## src/predrv_status_pkg.sv

```systemverilog
/*
 * shared constants and types for the predriver status readout block.
 * assumes an spi mode 0 link sampled by the 100 mhz time-base clock.
 */
package predrv_status_pkg;

  // command codes (upper bits) and field positions
  localparam logic [2:0] CMD_STATUS_READ  = 3'h0;
  localparam logic [2:0] CMD_IRQ_EN       = 3'h1;
  localparam logic [2:0] CMD_MODE         = 3'h2;
  localparam logic [2:0] CMD_FLAG_CLEAR   = 3'h3;
  localparam logic [2:0] CMD_DEADTIME     = 3'h4;
  localparam int         GROUP_BIT        = 4;
  localparam int         MODE_LOCK_BIT    = 0;
  localparam int         MODE_FULL_ON_MODE_BIT  = 1;
  localparam int         MODE_DESATURATION_DETECT_BIT   = 3;

  // status selection codes (low two bits)
  localparam logic [1:0] SEL_FAULT_LATCH  = 2'h0;
  localparam logic [1:0] SEL_MODE_BITS    = 2'h1;
  localparam logic [1:0] SEL_IRQ_ENABLES  = 2'h2;
  localparam logic [1:0] SEL_DEADTIME     = 2'h3;

  // fault latch bit positions
  localparam int FLT_OVERTEMP   = 0;
  localparam int FLT_DESATURATION_DETECT      = 1;
  localparam int FLT_LOW_SUPPLY = 2;
  localparam int FLT_OVERCUR    = 3;
  localparam int FLT_PHASE      = 4;
  localparam int FLT_FRAMING    = 5;
  localparam int FLT_WRITE      = 6;
  localparam int FLT_RESET_EVT  = 7;

  // reset values
  localparam logic [7:0] FAULT_LATCH_RST  = 8'h80;
  localparam logic [7:0] MODE_BITS_RST    = 8'h00;
  localparam logic [3:0] IRQ_GROUP_RST    = 4'hf;
  localparam logic [7:0] DEADTIME_RST     = 8'h00;
  localparam logic [7:0] APPLIED_DT_RST   = 8'hff;

  // timing
  localparam int DESATURATION_DETECT_BLANK_NS = 1000;
  localparam int CLK_PERIOD_NS  = 10;
  localparam int DESATURATION_DETECT_BLANK_CYC =
    (DESATURATION_DETECT_BLANK_NS + CLK_PERIOD_NS - 1) / CLK_PERIOD_NS;
  localparam int CAL_DIV_SHIFT  = 4;

  typedef enum logic [2:0] {
    ST_IDLE = 3'b001,
    ST_XFER = 3'b010,
    ST_CAL  = 3'b100
  } link_state_t;

endpackage

```

## src/phase_monitor.sv

```systemverilog
/*
 * per-phase error monitor: one generate slice per phase.
 * assumes drive commands and synchronised switch-node levels on i_mclk.
 */
`timescale 1ns/10ps
module phase_monitor (
  input  wire logic                 i_mclk,
  input  wire logic                 i_srst,
  input  wire logic [2:0]           i_hs_on,
  input  wire logic [2:0]           i_ls_on,
  input  wire logic [2:0]           i_node_high,
  input  wire logic [7:0]           i_deadtime,
  input  wire logic                 i_full_on,
  output logic      [2:0]           o_phase_err
);
  import predrv_status_pkg::*;

  ////////////////////////////////////////////////////////////////////////
  genvar g;
  generate
    for (g = 0; g < 3; g++) begin : g_phase
      typedef struct packed {
        logic [9:0] cnt;
        logic       prev_hs;
        logic       prev_ls;
        logic       err;
      } mon_t;
      mon_t mon_reg;
      mon_t mon_next;
      logic one_on;

      // exactly one driver of the phase enabled
      assign one_on = i_hs_on[g] ^ i_ls_on[g];

      // timer restarts on each turn-on, error checked after deadtime and blanking
      always_comb begin
        mon_next = mon_reg;
        mon_next.prev_hs = i_hs_on[g];
        mon_next.prev_ls = i_ls_on[g];
        mon_next.err = 1'b0;
        if ((i_hs_on[g] && !mon_reg.prev_hs) || (i_ls_on[g] && !mon_reg.prev_ls)) begin
          mon_next.cnt = 10'h000;
        end else if (mon_reg.cnt != 10'h3ff) begin
          mon_next.cnt = mon_reg.cnt + 10'h001;
        end
        if (one_on && !i_full_on && (mon_reg.cnt >= 10'(DESATURATION_DETECT_BLANK_CYC))
            && (mon_reg.cnt >= {2'h0, i_deadtime})) begin
          // driver state xor node level: hs expects high, ls expects low
          mon_next.err = i_hs_on[g] ? !i_node_high[g] : i_node_high[g];
        end
        if (i_srst) begin
          mon_next = '0;
        end
      end

      always_ff @(posedge i_mclk) begin
        mon_reg <= mon_next;
      end

      assign o_phase_err[g] = mon_reg.err;
    end
  endgenerate

endmodule

```

## src/predriver_status_readout.sv

```systemverilog
/*
 * status readout and fault latching of a three-phase gate predriver.
 * every output is registered; only the status byte itself is buffered.
 * assumes spi mode 0 from the host (cs low active), sampled by i_mclk;
 * detector inputs are asynchronous levels from the analog front end.
 */
`timescale 1ns/10ps
module predriver_status_readout (
  input  wire logic       i_mclk,
  input  wire logic       i_srst,
  input  wire logic       i_spi_cs_n,
  input  wire logic       i_spi_sclk,
  input  wire logic       i_spi_mosi,
  input  wire logic [2:0] i_overtemperature_detector,
  input  wire logic [2:0] i_desaturation_detect,
  input  wire logic       i_gate_supply_low,
  input  wire logic       i_overcurrent,
  input  wire logic [2:0] i_hs_on,
  input  wire logic [2:0] i_ls_on,
  input  wire logic [2:0] i_phase_switch_node,
  output logic            o_spi_miso,
  output logic            o_irq,
  output logic [7:0]      o_applied_deadtime,
  output logic            o_full_on_mode,
  output logic            o_desaturation_detect_ignore
);
  import predrv_status_pkg::*;

  ////////////////////////////////////////////////////////////////////////
  // two-flop synchronisers for every asynchronous input
  localparam int SW = 3 + 3 + 3 + 2 + 3 + 3 + 3;
  logic [SW-1:0] sync1_reg;
  logic [SW-1:0] sync2_reg;
  always_ff @(posedge i_mclk) begin
    sync1_reg <= {i_spi_cs_n, i_spi_sclk, i_spi_mosi, i_overtemperature_detector,
                  i_desaturation_detect, i_gate_supply_low, i_overcurrent,
                  i_hs_on, i_ls_on, i_phase_switch_node};
    sync2_reg <= sync1_reg;
  end

  logic       cs_n;
  logic       sclk;
  logic       mosi;
  logic [2:0] otemp;
  logic [2:0] desaturation_detect;
  logic       low_sup;
  logic       ovc;
  logic [2:0] hs_on;
  logic [2:0] ls_on;
  logic [2:0] node_hi;
  // unpack the synchronised copies in the order they were packed
  assign cs_n    = sync2_reg[19];
  assign sclk    = sync2_reg[18];
  assign mosi    = sync2_reg[17];
  assign otemp   = sync2_reg[16:14];
  assign desaturation_detect   = sync2_reg[13:11];
  assign low_sup = sync2_reg[10];
  assign ovc     = sync2_reg[9];
  assign hs_on   = sync2_reg[8:6];
  assign ls_on   = sync2_reg[5:3];
  assign node_hi = sync2_reg[2:0];

  ////////////////////////////////////////////////////////////////////////
  // all block state
  typedef struct packed {
    link_state_t state;
    logic        prev_sclk;
    logic        prev_cs_n;
    logic [7:0]  shift_in;
    logic [7:0]  shift_out;
    logic [3:0]  bit_cnt;
    logic        frame_bad;
    logic [1:0]  sel;
    logic        cal_pending;
    logic        cal_sclk_seen;
    logic [12:0] cal_cnt;
    logic [7:0]  fault;
    logic        lock;
    logic        full_on;
    logic        desaturation_detect_mode;
    logic        dt_calibrated;
    logic        cal_overflow;
    logic        zero_dt;
    logic [3:0]  irq_en_a;
    logic [3:0]  irq_en_b;
    logic [7:0]  dt_status;
    logic [7:0]  dt_applied;
    logic        irq;
    logic        miso;
    logic        rst_evt_pend;
  } state_t;
  state_t st_reg;
  state_t st_next;

  logic [2:0] phase_err;
  logic [7:0] cond;
  logic [7:0] set_bits;
  logic [7:0] mode_stat;
  logic [7:0] cmd;
  logic       phase_any;
  logic [2:0] op;
  logic       frame_err;
  logic       is_read;
  logic       is_irq_en;
  logic       is_mode;
  logic       is_clear;
  logic       is_dt;
  logic       bad_code;
  logic       locked_wr;
  logic [7:0] clr_bits;
  logic [7:0] irq_mask;
  logic [7:0] status_sel;

  ////////////////////////////////////////////////////////////////////////
  // phase error monitors
  phase_monitor u_phase_monitor (
    .i_mclk      (i_mclk),
    .i_srst      (i_srst),
    .i_hs_on     (hs_on),
    .i_ls_on     (ls_on),
    .i_node_high (node_hi),
    .i_deadtime  (st_reg.dt_applied),
    .i_full_on   (st_reg.full_on),
    .o_phase_err (phase_err)
  );

  // any phase reporting a high-side or low-side error
  assign phase_any = |phase_err;

  // live fault conditions feeding the latches
  always_comb begin
    cond = 8'h00;
    cond[FLT_OVERTEMP]   = |otemp;
    cond[FLT_DESATURATION_DETECT]      = (|desaturation_detect) | phase_any;
    cond[FLT_LOW_SUPPLY] = low_sup;
    cond[FLT_OVERCUR]    = ovc;
    cond[FLT_PHASE]      = phase_any;
  end

  // mode status word, bits 7 and 2 read zero
  always_comb begin
    mode_stat = MODE_BITS_RST;
    mode_stat[0] = st_reg.lock;
    mode_stat[1] = st_reg.full_on;
    mode_stat[3] = st_reg.dt_calibrated;
    mode_stat[4] = st_reg.cal_overflow;
    mode_stat[5] = st_reg.zero_dt;
    mode_stat[6] = st_reg.desaturation_detect_mode;
  end

  assign cmd = {st_reg.shift_in[6:0], mosi};

  ////////////////////////////////////////////////////////////////////////
  // decode of the last whole byte; a frame with no whole byte is bad
  always_comb begin
    op        = st_reg.shift_in[7:5];
    frame_err = st_reg.frame_bad || (st_reg.bit_cnt != 4'h0);
    is_read   = (op == CMD_STATUS_READ);
    is_irq_en = (op == CMD_IRQ_EN);
    is_mode   = (op == CMD_MODE);
    is_clear  = (op == CMD_FLAG_CLEAR);
    is_dt     = (op == CMD_DEADTIME);
    bad_code  = !(is_read || is_irq_en || is_mode || is_clear || is_dt);
    locked_wr = st_reg.lock && !is_read && !bad_code;
    clr_bits  = 8'h00;
    // group bit picks which nibble of the latch a clear addresses
    if (st_reg.shift_in[GROUP_BIT]) begin
      clr_bits[7:4] = st_reg.shift_in[3:0];
    end else begin
      clr_bits[3:0] = st_reg.shift_in[3:0];
    end
  end

  // enable word: group b high nibble, group a low nibble
  assign irq_mask = {st_reg.irq_en_b, st_reg.irq_en_a};

  // status byte offered at the next frame start
  always_comb begin
    case (st_reg.sel)
      SEL_MODE_BITS:   status_sel = mode_stat;
      SEL_IRQ_ENABLES: status_sel = irq_mask;
      SEL_DEADTIME:    status_sel = st_reg.dt_status;
      default:         status_sel = st_reg.fault;
    endcase
  end

  ////////////////////////////////////////////////////////////////////////
  // link state machine, command decode and fault latching
  always_comb begin
    // hold state by default; edge detectors follow the synchronised pins
    st_next = st_reg;
    set_bits = cond;
    st_next.prev_sclk = sclk;
    st_next.prev_cs_n = cs_n;
    st_next.rst_evt_pend = 1'b0;
    if (st_reg.rst_evt_pend) begin
      set_bits[FLT_RESET_EVT] = 1'b1;
    end
    case (st_reg.state)
      ST_IDLE: begin
        // frame start: measure a pulse or open a transfer
        if (st_reg.prev_cs_n && !cs_n) begin
          if (st_reg.cal_pending) begin
            st_next.state = ST_CAL;
            st_next.cal_cnt = 13'h0000;
            st_next.cal_sclk_seen = 1'b0;
          end else begin
            st_next.state = ST_XFER;
            st_next.bit_cnt = 4'h0;
            st_next.frame_bad = 1'b1; // no whole byte yet
            // capture selected status at frame start
            st_next.shift_out = status_sel;
            st_next.miso = st_next.shift_out[7];
          end
        end
      end

      ST_XFER: begin
        // sample mosi on each sclk rise, count the bits of the byte
        if (!st_reg.prev_sclk && sclk) begin
          st_next.shift_in = cmd;
          st_next.bit_cnt = st_reg.bit_cnt + 4'h1;
          if (st_reg.bit_cnt == 4'h7) begin
            st_next.bit_cnt = 4'h0;
            st_next.frame_bad = 1'b0; // a whole byte has arrived
          end
        end
        // next reply bit after each sclk fall
        if (st_reg.prev_sclk && !sclk) begin
          st_next.shift_out = {st_reg.shift_out[6:0], 1'b0};
          st_next.miso = st_reg.shift_out[6];
        end
        // frame end: decode the last whole byte
        if (cs_n) begin
          st_next.state = ST_IDLE;
          st_next.miso = 1'b0;
          st_next.sel = SEL_FAULT_LATCH;
          if (frame_err) begin
            set_bits[FLT_FRAMING] = 1'b1;
          end else if (is_read) begin
            st_next.sel = st_reg.shift_in[1:0];
          end else if (locked_wr || bad_code) begin
            set_bits[FLT_WRITE] = 1'b1;
          end else if (is_clear) begin
            st_next.fault = st_reg.fault & ~clr_bits;
          end else if (is_irq_en) begin
            if (st_reg.shift_in[GROUP_BIT]) begin
              st_next.irq_en_b = st_reg.shift_in[3:0];
            end else begin
              st_next.irq_en_a = st_reg.shift_in[3:0];
            end
          end else if (is_mode) begin
            st_next.lock = st_reg.shift_in[MODE_LOCK_BIT];
            st_next.full_on = st_reg.shift_in[MODE_FULL_ON_MODE_BIT];
            st_next.desaturation_detect_mode = st_reg.shift_in[MODE_DESATURATION_DETECT_BIT];
          end else if (is_dt) begin
            if (st_reg.shift_in[0]) begin
              st_next.cal_pending = 1'b1;
            end else begin
              st_next.dt_applied = 8'h00;
              st_next.dt_status = 8'h00;
              st_next.zero_dt = 1'b1;
              st_next.cal_overflow = 1'b0;
              st_next.dt_calibrated = 1'b1;
            end
          end
        end
      end

      ST_CAL: begin
        // measure the calibration pulse; sclk must stay quiet meanwhile
        if (st_reg.cal_cnt != 13'h1fff) begin
          st_next.cal_cnt = st_reg.cal_cnt + 13'h0001;
        end
        if (st_reg.prev_sclk != sclk) begin
          st_next.cal_sclk_seen = 1'b1;
        end
        // pulse end: store count / 16, saturating on overflow
        if (cs_n) begin
          st_next.state = ST_IDLE;
          st_next.cal_pending = 1'b0;
          st_next.zero_dt = 1'b0;
          st_next.dt_calibrated = 1'b1;
          if (st_reg.cal_sclk_seen) begin
            set_bits[FLT_FRAMING] = 1'b1;
          end
          if (st_reg.cal_cnt[12]) begin
            st_next.cal_overflow = 1'b1;
            st_next.dt_applied = 8'hff;
            st_next.dt_status = 8'hff;
          end else begin
            st_next.cal_overflow = 1'b0;
            st_next.dt_applied = st_reg.cal_cnt[11:CAL_DIV_SHIFT];
            st_next.dt_status = st_reg.cal_cnt[11:CAL_DIV_SHIFT];
          end
        end
      end

      default: begin
        st_next.state = ST_IDLE;
      end
    endcase
    // latch: set wins over clear, live condition holds flag
    st_next.fault = st_next.fault | set_bits;
    st_next.irq = |(st_reg.fault & irq_mask);
    // synchronous reset; the reset event is raised again a cycle later
    if (i_srst) begin
      st_next = '0;
      st_next.state = ST_IDLE;
      st_next.prev_cs_n = 1'b1;
      st_next.fault = FAULT_LATCH_RST;
      st_next.irq_en_a = IRQ_GROUP_RST;
      st_next.irq_en_b = IRQ_GROUP_RST;
      st_next.dt_status = DEADTIME_RST;
      st_next.dt_applied = APPLIED_DT_RST;
      st_next.rst_evt_pend = 1'b1;
    end
  end

  always_ff @(posedge i_mclk) begin
    st_reg <= st_next;
  end

  ////////////////////////////////////////////////////////////////////////
  // outputs straight from state flops
  assign o_spi_miso         = st_reg.miso;
  assign o_irq              = st_reg.irq;
  assign o_applied_deadtime = st_reg.dt_applied;
  assign o_full_on_mode     = st_reg.full_on;
  assign o_desaturation_detect_ignore     = st_reg.desaturation_detect_mode;

endmodule

```

## config.mk

```make
export PLATFORM = sky130hd
export DESIGN_NAME = predriver_status_readout
export DESIGN_NICKNAME = d
export VERILOG_FILES = /design/src/predrv_status_pkg.sv /design/src/phase_monitor.sv /design/src/predriver_status_readout.sv
export SDC_FILE = /design/constraint.sdc
export NUM_CORES = 1
export LEC_CHECK = 0
export BUFFER_PORTS_ARGS = -buffer_cell sky130_fd_sc_hd__buf_2
export CAP_MARGIN = 20
export CORE_MARGIN = 2
export CORE_UTILIZATION = 40
export CTS_CLUSTER_DIAMETER = 100
export DETAILED_ROUTE_END_ITERATION = 8
export PLACE_DENSITY = 0.53
export RECOVER_POWER = 50
export SKIP_CTS_REPAIR_TIMING = 1
export SYNTH_ARGS = -nofsm -noshare
export SYNTH_HDL_FRONTEND = slang
export SYNTH_SLANG_ARGS = --single-unit
export TNS_END_PERCENT = 10
```

## constraint.sdc

```tcl
create_clock -name i_mclk -period 5.38 [get_ports i_mclk]
set_input_delay 1.076 -clock i_mclk [delete_from_list [all_inputs] [get_ports i_mclk]]
set_output_delay 1.076 -clock i_mclk [all_outputs]
set_load 0.1 [all_outputs]
```

Word-level counts from Yosys, hierarchy flattened --
Cells that the tools add are included.
Operators by class: equality and inequality tests 37, reductions and logical operators 74, bitwise gates (word level) 17, multiplexer cells 74, $lt $le $gt $ge 6, $add $sub $neg 5
Operators by type and width (count):
- $mux W38 | 4
- $mux W16 | 6
- $ne A2 B2 Y1 const B | 19
- $pmux W16 S2 | 1
- $add A10 B1 Y10 const B | 3
- $ge A10 B7 Y1 const B | 3
- $ge A10 B8 Y1 | 3
- $mux W30 | 1
- $ne A10 B10 Y1 const B | 3
- $mux W14 | 2
- $pmux W14 S2 | 1
- $mux W1 | 27
- $mux W3 | 9
- $mux W12 | 2
- $pmux W12 S2 | 1
- $pmux W8 S3 | 1
- $reduce_and A8 Y1 | 3
- $reduce_and A11 Y1 | 2
- $logic_and A1 B1 Y1 | 20
- $reduce_and A4 Y1 | 5
- $and A8 B8 Y8 | 2
- $mux W4 | 4
- $mux W8 | 2
- $logic_not A1 Y1 | 15
- 34 further kinds | 74
Storage, ports and cells: bits of input ports 22, word-level logic and storage cells 252, bits in registers 162, output and inout bits 12

Logic depth before layout (Yosys ltp) --
depth after elaboration 13, depth in mapped cells 9, depth with buffers taken out 7

Modules after synthesis --
From an unflattened synthesis, not the netlist that was laid out.
Unflattened totals: cell total of the unflattened synthesis 750, area, all modules 7050.5 um^2
Modules (own cells, without submodules):
- predriver_status_readout | cells an instance 475, sequential area each 2462.4 um^2, times used 1, area each 4668.2 um^2
- phase_monitor | cells an instance 275, sequential area each 780.7 um^2, times used 1, area each 2382.3 um^2

Worst setup path before layout --
Ideal clock, no wire load.
path kind input to register, start in i_srst, end reg st_reg[11] (netlist name), cell stages on the path 4, arrival 1946 ps, setup time 128 ps, setup slack 3306 ps, buffers on the path 3, cell sequence clkbuf_1 > clkbuf_1 > buf_1 > nor2_1
RTL lines:
- start, declared | RTL line predriver_status_readout.sv:10 | input wire logic i_srst,
- end signal, assigned | RTL line predriver_status_readout.sv:321 | st_reg <= st_next;
- end, declared | RTL line predriver_status_readout.sv:92 | state_t st_reg;
No word-level cell between the ends.

Worst setup path in the final report --
start in i_srst, end reg u_phase_monitor.g_phase[0].mon_reg[11] (netlist name)
Between the ends: longest elaborated chain between the ends 1
Ends and longest elaborated chain:
- $reduce_or A2 Y1 (no source line)
- end signal, assigned | RTL line phase_monitor.sv:57 | mon_reg <= mon_next;
- end, declared | RTL line phase_monitor.sv:28 | mon_t mon_reg;
No other way between the ends. A chain may end at the register's enable or synchronous reset.

==> results.sh <==
export IMPL_synth_top_area_cell="dfxtp_1"
export IMPL_cp_max_fo=32
export IMPL_p_total_mw=2.638
export IMPL_synth_top_cell_area_share=0.4741
export IMPL_final_cell_area_mm2=0.007726
export IMPL_p_leak_nw=2.991
export IMPL_min_path_type="reg -> reg"
export IMPL_dp_cells=955
export IMPL_synth_top_flop_cell="dfxtp_1"
export IMPL_multi_input_area_mm2=0.003257
export IMPL_grt_antenna_before_repair=0
export IMPL_die_h_um=134.8
export IMPL_nNetsFinal=811
export IMPL_clock_root_buffer="clkbuf_16"
export IMPL_seq_area_mm2=0.003243
export IMPL_syn_area_mm2=0.006840
export IMPL_first_iter_violations=255
export IMPL_initial_core_util=0.4110
export IMPL_h_tree_depth=4
export IMPL_worstSkewPairLatency_ns=0.43
export IMPL_rsz0062_at_grt="no"
export IMPL_antenna_left=0
export IMPL_synth_warnings=0
export IMPL_peakVddDrop_uv=215.5
export IMPL_grt_pass1_wl_um=25290
export IMPL_hold_viol_final=0
export IMPL_largest_reg_flops=51
export IMPL_slowest_delay_ns=1.01
export IMPL_grt_pass1_vias=5106
export IMPL_route_detailed_drc=0
export IMPL_fp_dieArea_mm2=0.01816
export IMPL_num_io_pins=34
export IMPL_wl_um=15100
export IMPL_skew_ns=0.01146
export IMPL_setup_viol=0
export IMPL_grt_max_degree=53
export IMPL_crit_slowest_cell="clkbuf_1"
export IMPL_clkTransAtPathRegs_ns=0.08
export IMPL_place_area_mm2=0.007083
export IMPL_syn_area_per_cell_um2=9.206
export IMPL_p_sw_mw=0.7116
export IMPL_detail_route_wl_per_cell_um=15.29
export IMPL_async_flop_share=0
export IMPL_die_w_um=134.8
export IMPL_power_frac_seq=0.474
export IMPL_critPathKind="in -> reg"
export IMPL_status="complete, no violations"
export IMPL_drive_above_1_share=0.1082
export IMPL_clock_sinks=162
export IMPL_powerDensity_mw_per_mm2=341.4
export IMPL_clk_path_buf_depth=2
export IMPL_finalNonFillerCells=987
export IMPL_grt_overflow=0
export IMPL_n_fill_cell=1619
export IMPL_cts_tree="yes"
export IMPL_synth_distinct_cells=59
export IMPL_io_buffers=33
export IMPL_ys_ff_latch=162
export IMPL_synth_cells=743
export IMPL_diodes=0
export IMPL_mostFrequentLayoutCell="dfxtp_1"
export IMPL_p_int_mw=1.926
export IMPL_slew_violations=0
export IMPL_finalCritPeriodShare=0.4995
export IMPL_routed_via_density=5.366
export IMPL_crit_chain="clkbuf_1 > a21oi_1 > o21ai_0 > nor3_1"
export IMPL_tns_ns=0
export IMPL_comb_power_share=0.039
export IMPL_first_pass_iters=4
export IMPL_tightest_slew_ns=1.431
export IMPL_start_kind="primary input"
export IMPL_grt_usage=0.1749
export IMPL_final_cell_mix="dfxtp_1, nor2_1, a21oi_1"
export IMPL_yosys_top_cells_area="dfxtp_1, ha_1, a21oi_1"
export IMPL_syn_num_nets=800
export IMPL_core_rowCount=47
export IMPL_relSlewSlack=0.04581
export IMPL_required_ns=5.63
export IMPL_syn2layout_area_growth_pct=12.95
export IMPL_finalCriticalPeriod_ns=2.687
export IMPL_synth_edf_count=0
export IMPL_vias=5296
export IMPL_endpoint_kind="flop"
export IMPL_arrival_ns=2.94
export IMPL_fmaxAchievable_ghz=0.3722
export IMPL_clockPowerShare=0.488
export IMPL_netSwitchingFraction=0.2698
export IMPL_core_mm2=0.01664
export IMPL_ys_seq_area_frac=0.4741
export IMPL_cts_buffers=17
export IMPL_gp_congestion=0.8570
export IMPL_hpwl_um=10710
export IMPL_cap_violations=0
-- per-layer routing --
| metal | vias up | share of wire | wire length (µm) | GRT usage |
|---|---|---|---|---|
| met1 | 2529 | 0.49 | 7334 | 0.2366 |
| li1 | 2660 | - | - | - |
| met4 | 0 | 0.013 | 193 | 0.05146 |
| met5 | - | 0 | 0 | 0 |
| met2 | 91 | 0.47 | 7023 | 0.2778 |
| met3 | 16 | 0.036 | 542 | 0.04279 |
-- final timing paths --
| check | endpoint | from | slack, ns | depth (start not counted) |
|---|---|---|---|---|
| worst min-delay path | sync2_reg[6] | sync1_reg[6] | 0.33 | 0 |
| worst min register to register | sync2_reg[6] | sync1_reg[6] | 0.33 | 0 |
| worst max-delay path | u_phase_monitor.g_phase[0].mon_reg[11] | i_srst | 2.69 | 4 |
| worst max register to register | o_applied_deadtime[2] | st_reg[83] | 2.88 | 4 |
-- power by group through the flow --
| stage | sequential, mW | clock (mW) | combinational [mW] |
|---|---|---|---|
| 3_5_place_dp | 1.28 | 0 | 0.102 |
| 5_1_grt | 1.25 | 1.38 | 0.113 |
| 6_report | 1.25 | 1.29 | 0.102 |
| 3_3_place_gp | 1.28 | 0 | 0.0998 |
| 4_1_cts | 1.25 | 1.32 | 0.103 |
| 2_1_floorplan | 1.28 | 0 | 0.0698 |
-- per-stage QoR --
stage               hold WS [ns]  setup WS, ns    util
finish                    0.3263         2.693  0.4643
global route              0.3318         2.562  0.4643
CTS                       0.3266         2.901  0.4643
detailed placement        0.3121         2.885  0.4256
global placement          0.3118         2.933  0.4256
floorplan                 0.3096         3.306       -
-- worst max-delay path: cells and delay by family --
family,cells,cell delay [ns]
buffers and inverters,1,1.01
AND/OR/NAND/NOR,1,0.17
AO/OA/AOI/OAI,2,0.66
-- final cells by class --
type	count	share of cell area
inverter	34	0.01652
timing repair buffer	35	0.02316
clock buffer	17	0.05506
tap	220	0.03563
multi-input combinational	504	0.4215
clock inverter	15	0.02834
sequential	162	0.4198
-- cells in the mapped netlist, drive strengths merged (2+ instances only) --
cell / n
mux2i: 12
nor4: 13
o2111ai: 4
mux2: 2
nor4b: 2
nand2: 60
a2111oi: 6
or2: 3
mux4: 6
a211oi: 8
o21ai: 20
or3: 7
nor3: 24
o21a: 12
a221oi: 2
xnor2: 6
xor2: 13
nand3b: 3
nor2: 85
a311oi: 3
a211o: 11
ha: 35
and3: 7
or3b: 2
o31ai: 6
and4: 4
o21bai: 2
buf: 18
dfxtp: 162
and2: 4
a31oi: 5
nand4: 10
nor2b: 8
nor3b: 4
nand2b: 6
a21oi: 68
a22oi: 6
clkbuf: 25
o211ai: 7
a41oi: 4
nand3: 16
inv: 34
-- kinds of logic after synthesis --
kind of cell    Yosys count  share of synthesized area
flops                   162                     0.4741
fa+ha+maj                35                    0.06402
xor+xnor                 19                    0.02433
mux                      20                    0.04061
compound gates          169                     0.1591
buf+inv                  77                    0.04975
simple gates            261                     0.1880
Power figures use the tool's default switching activity.
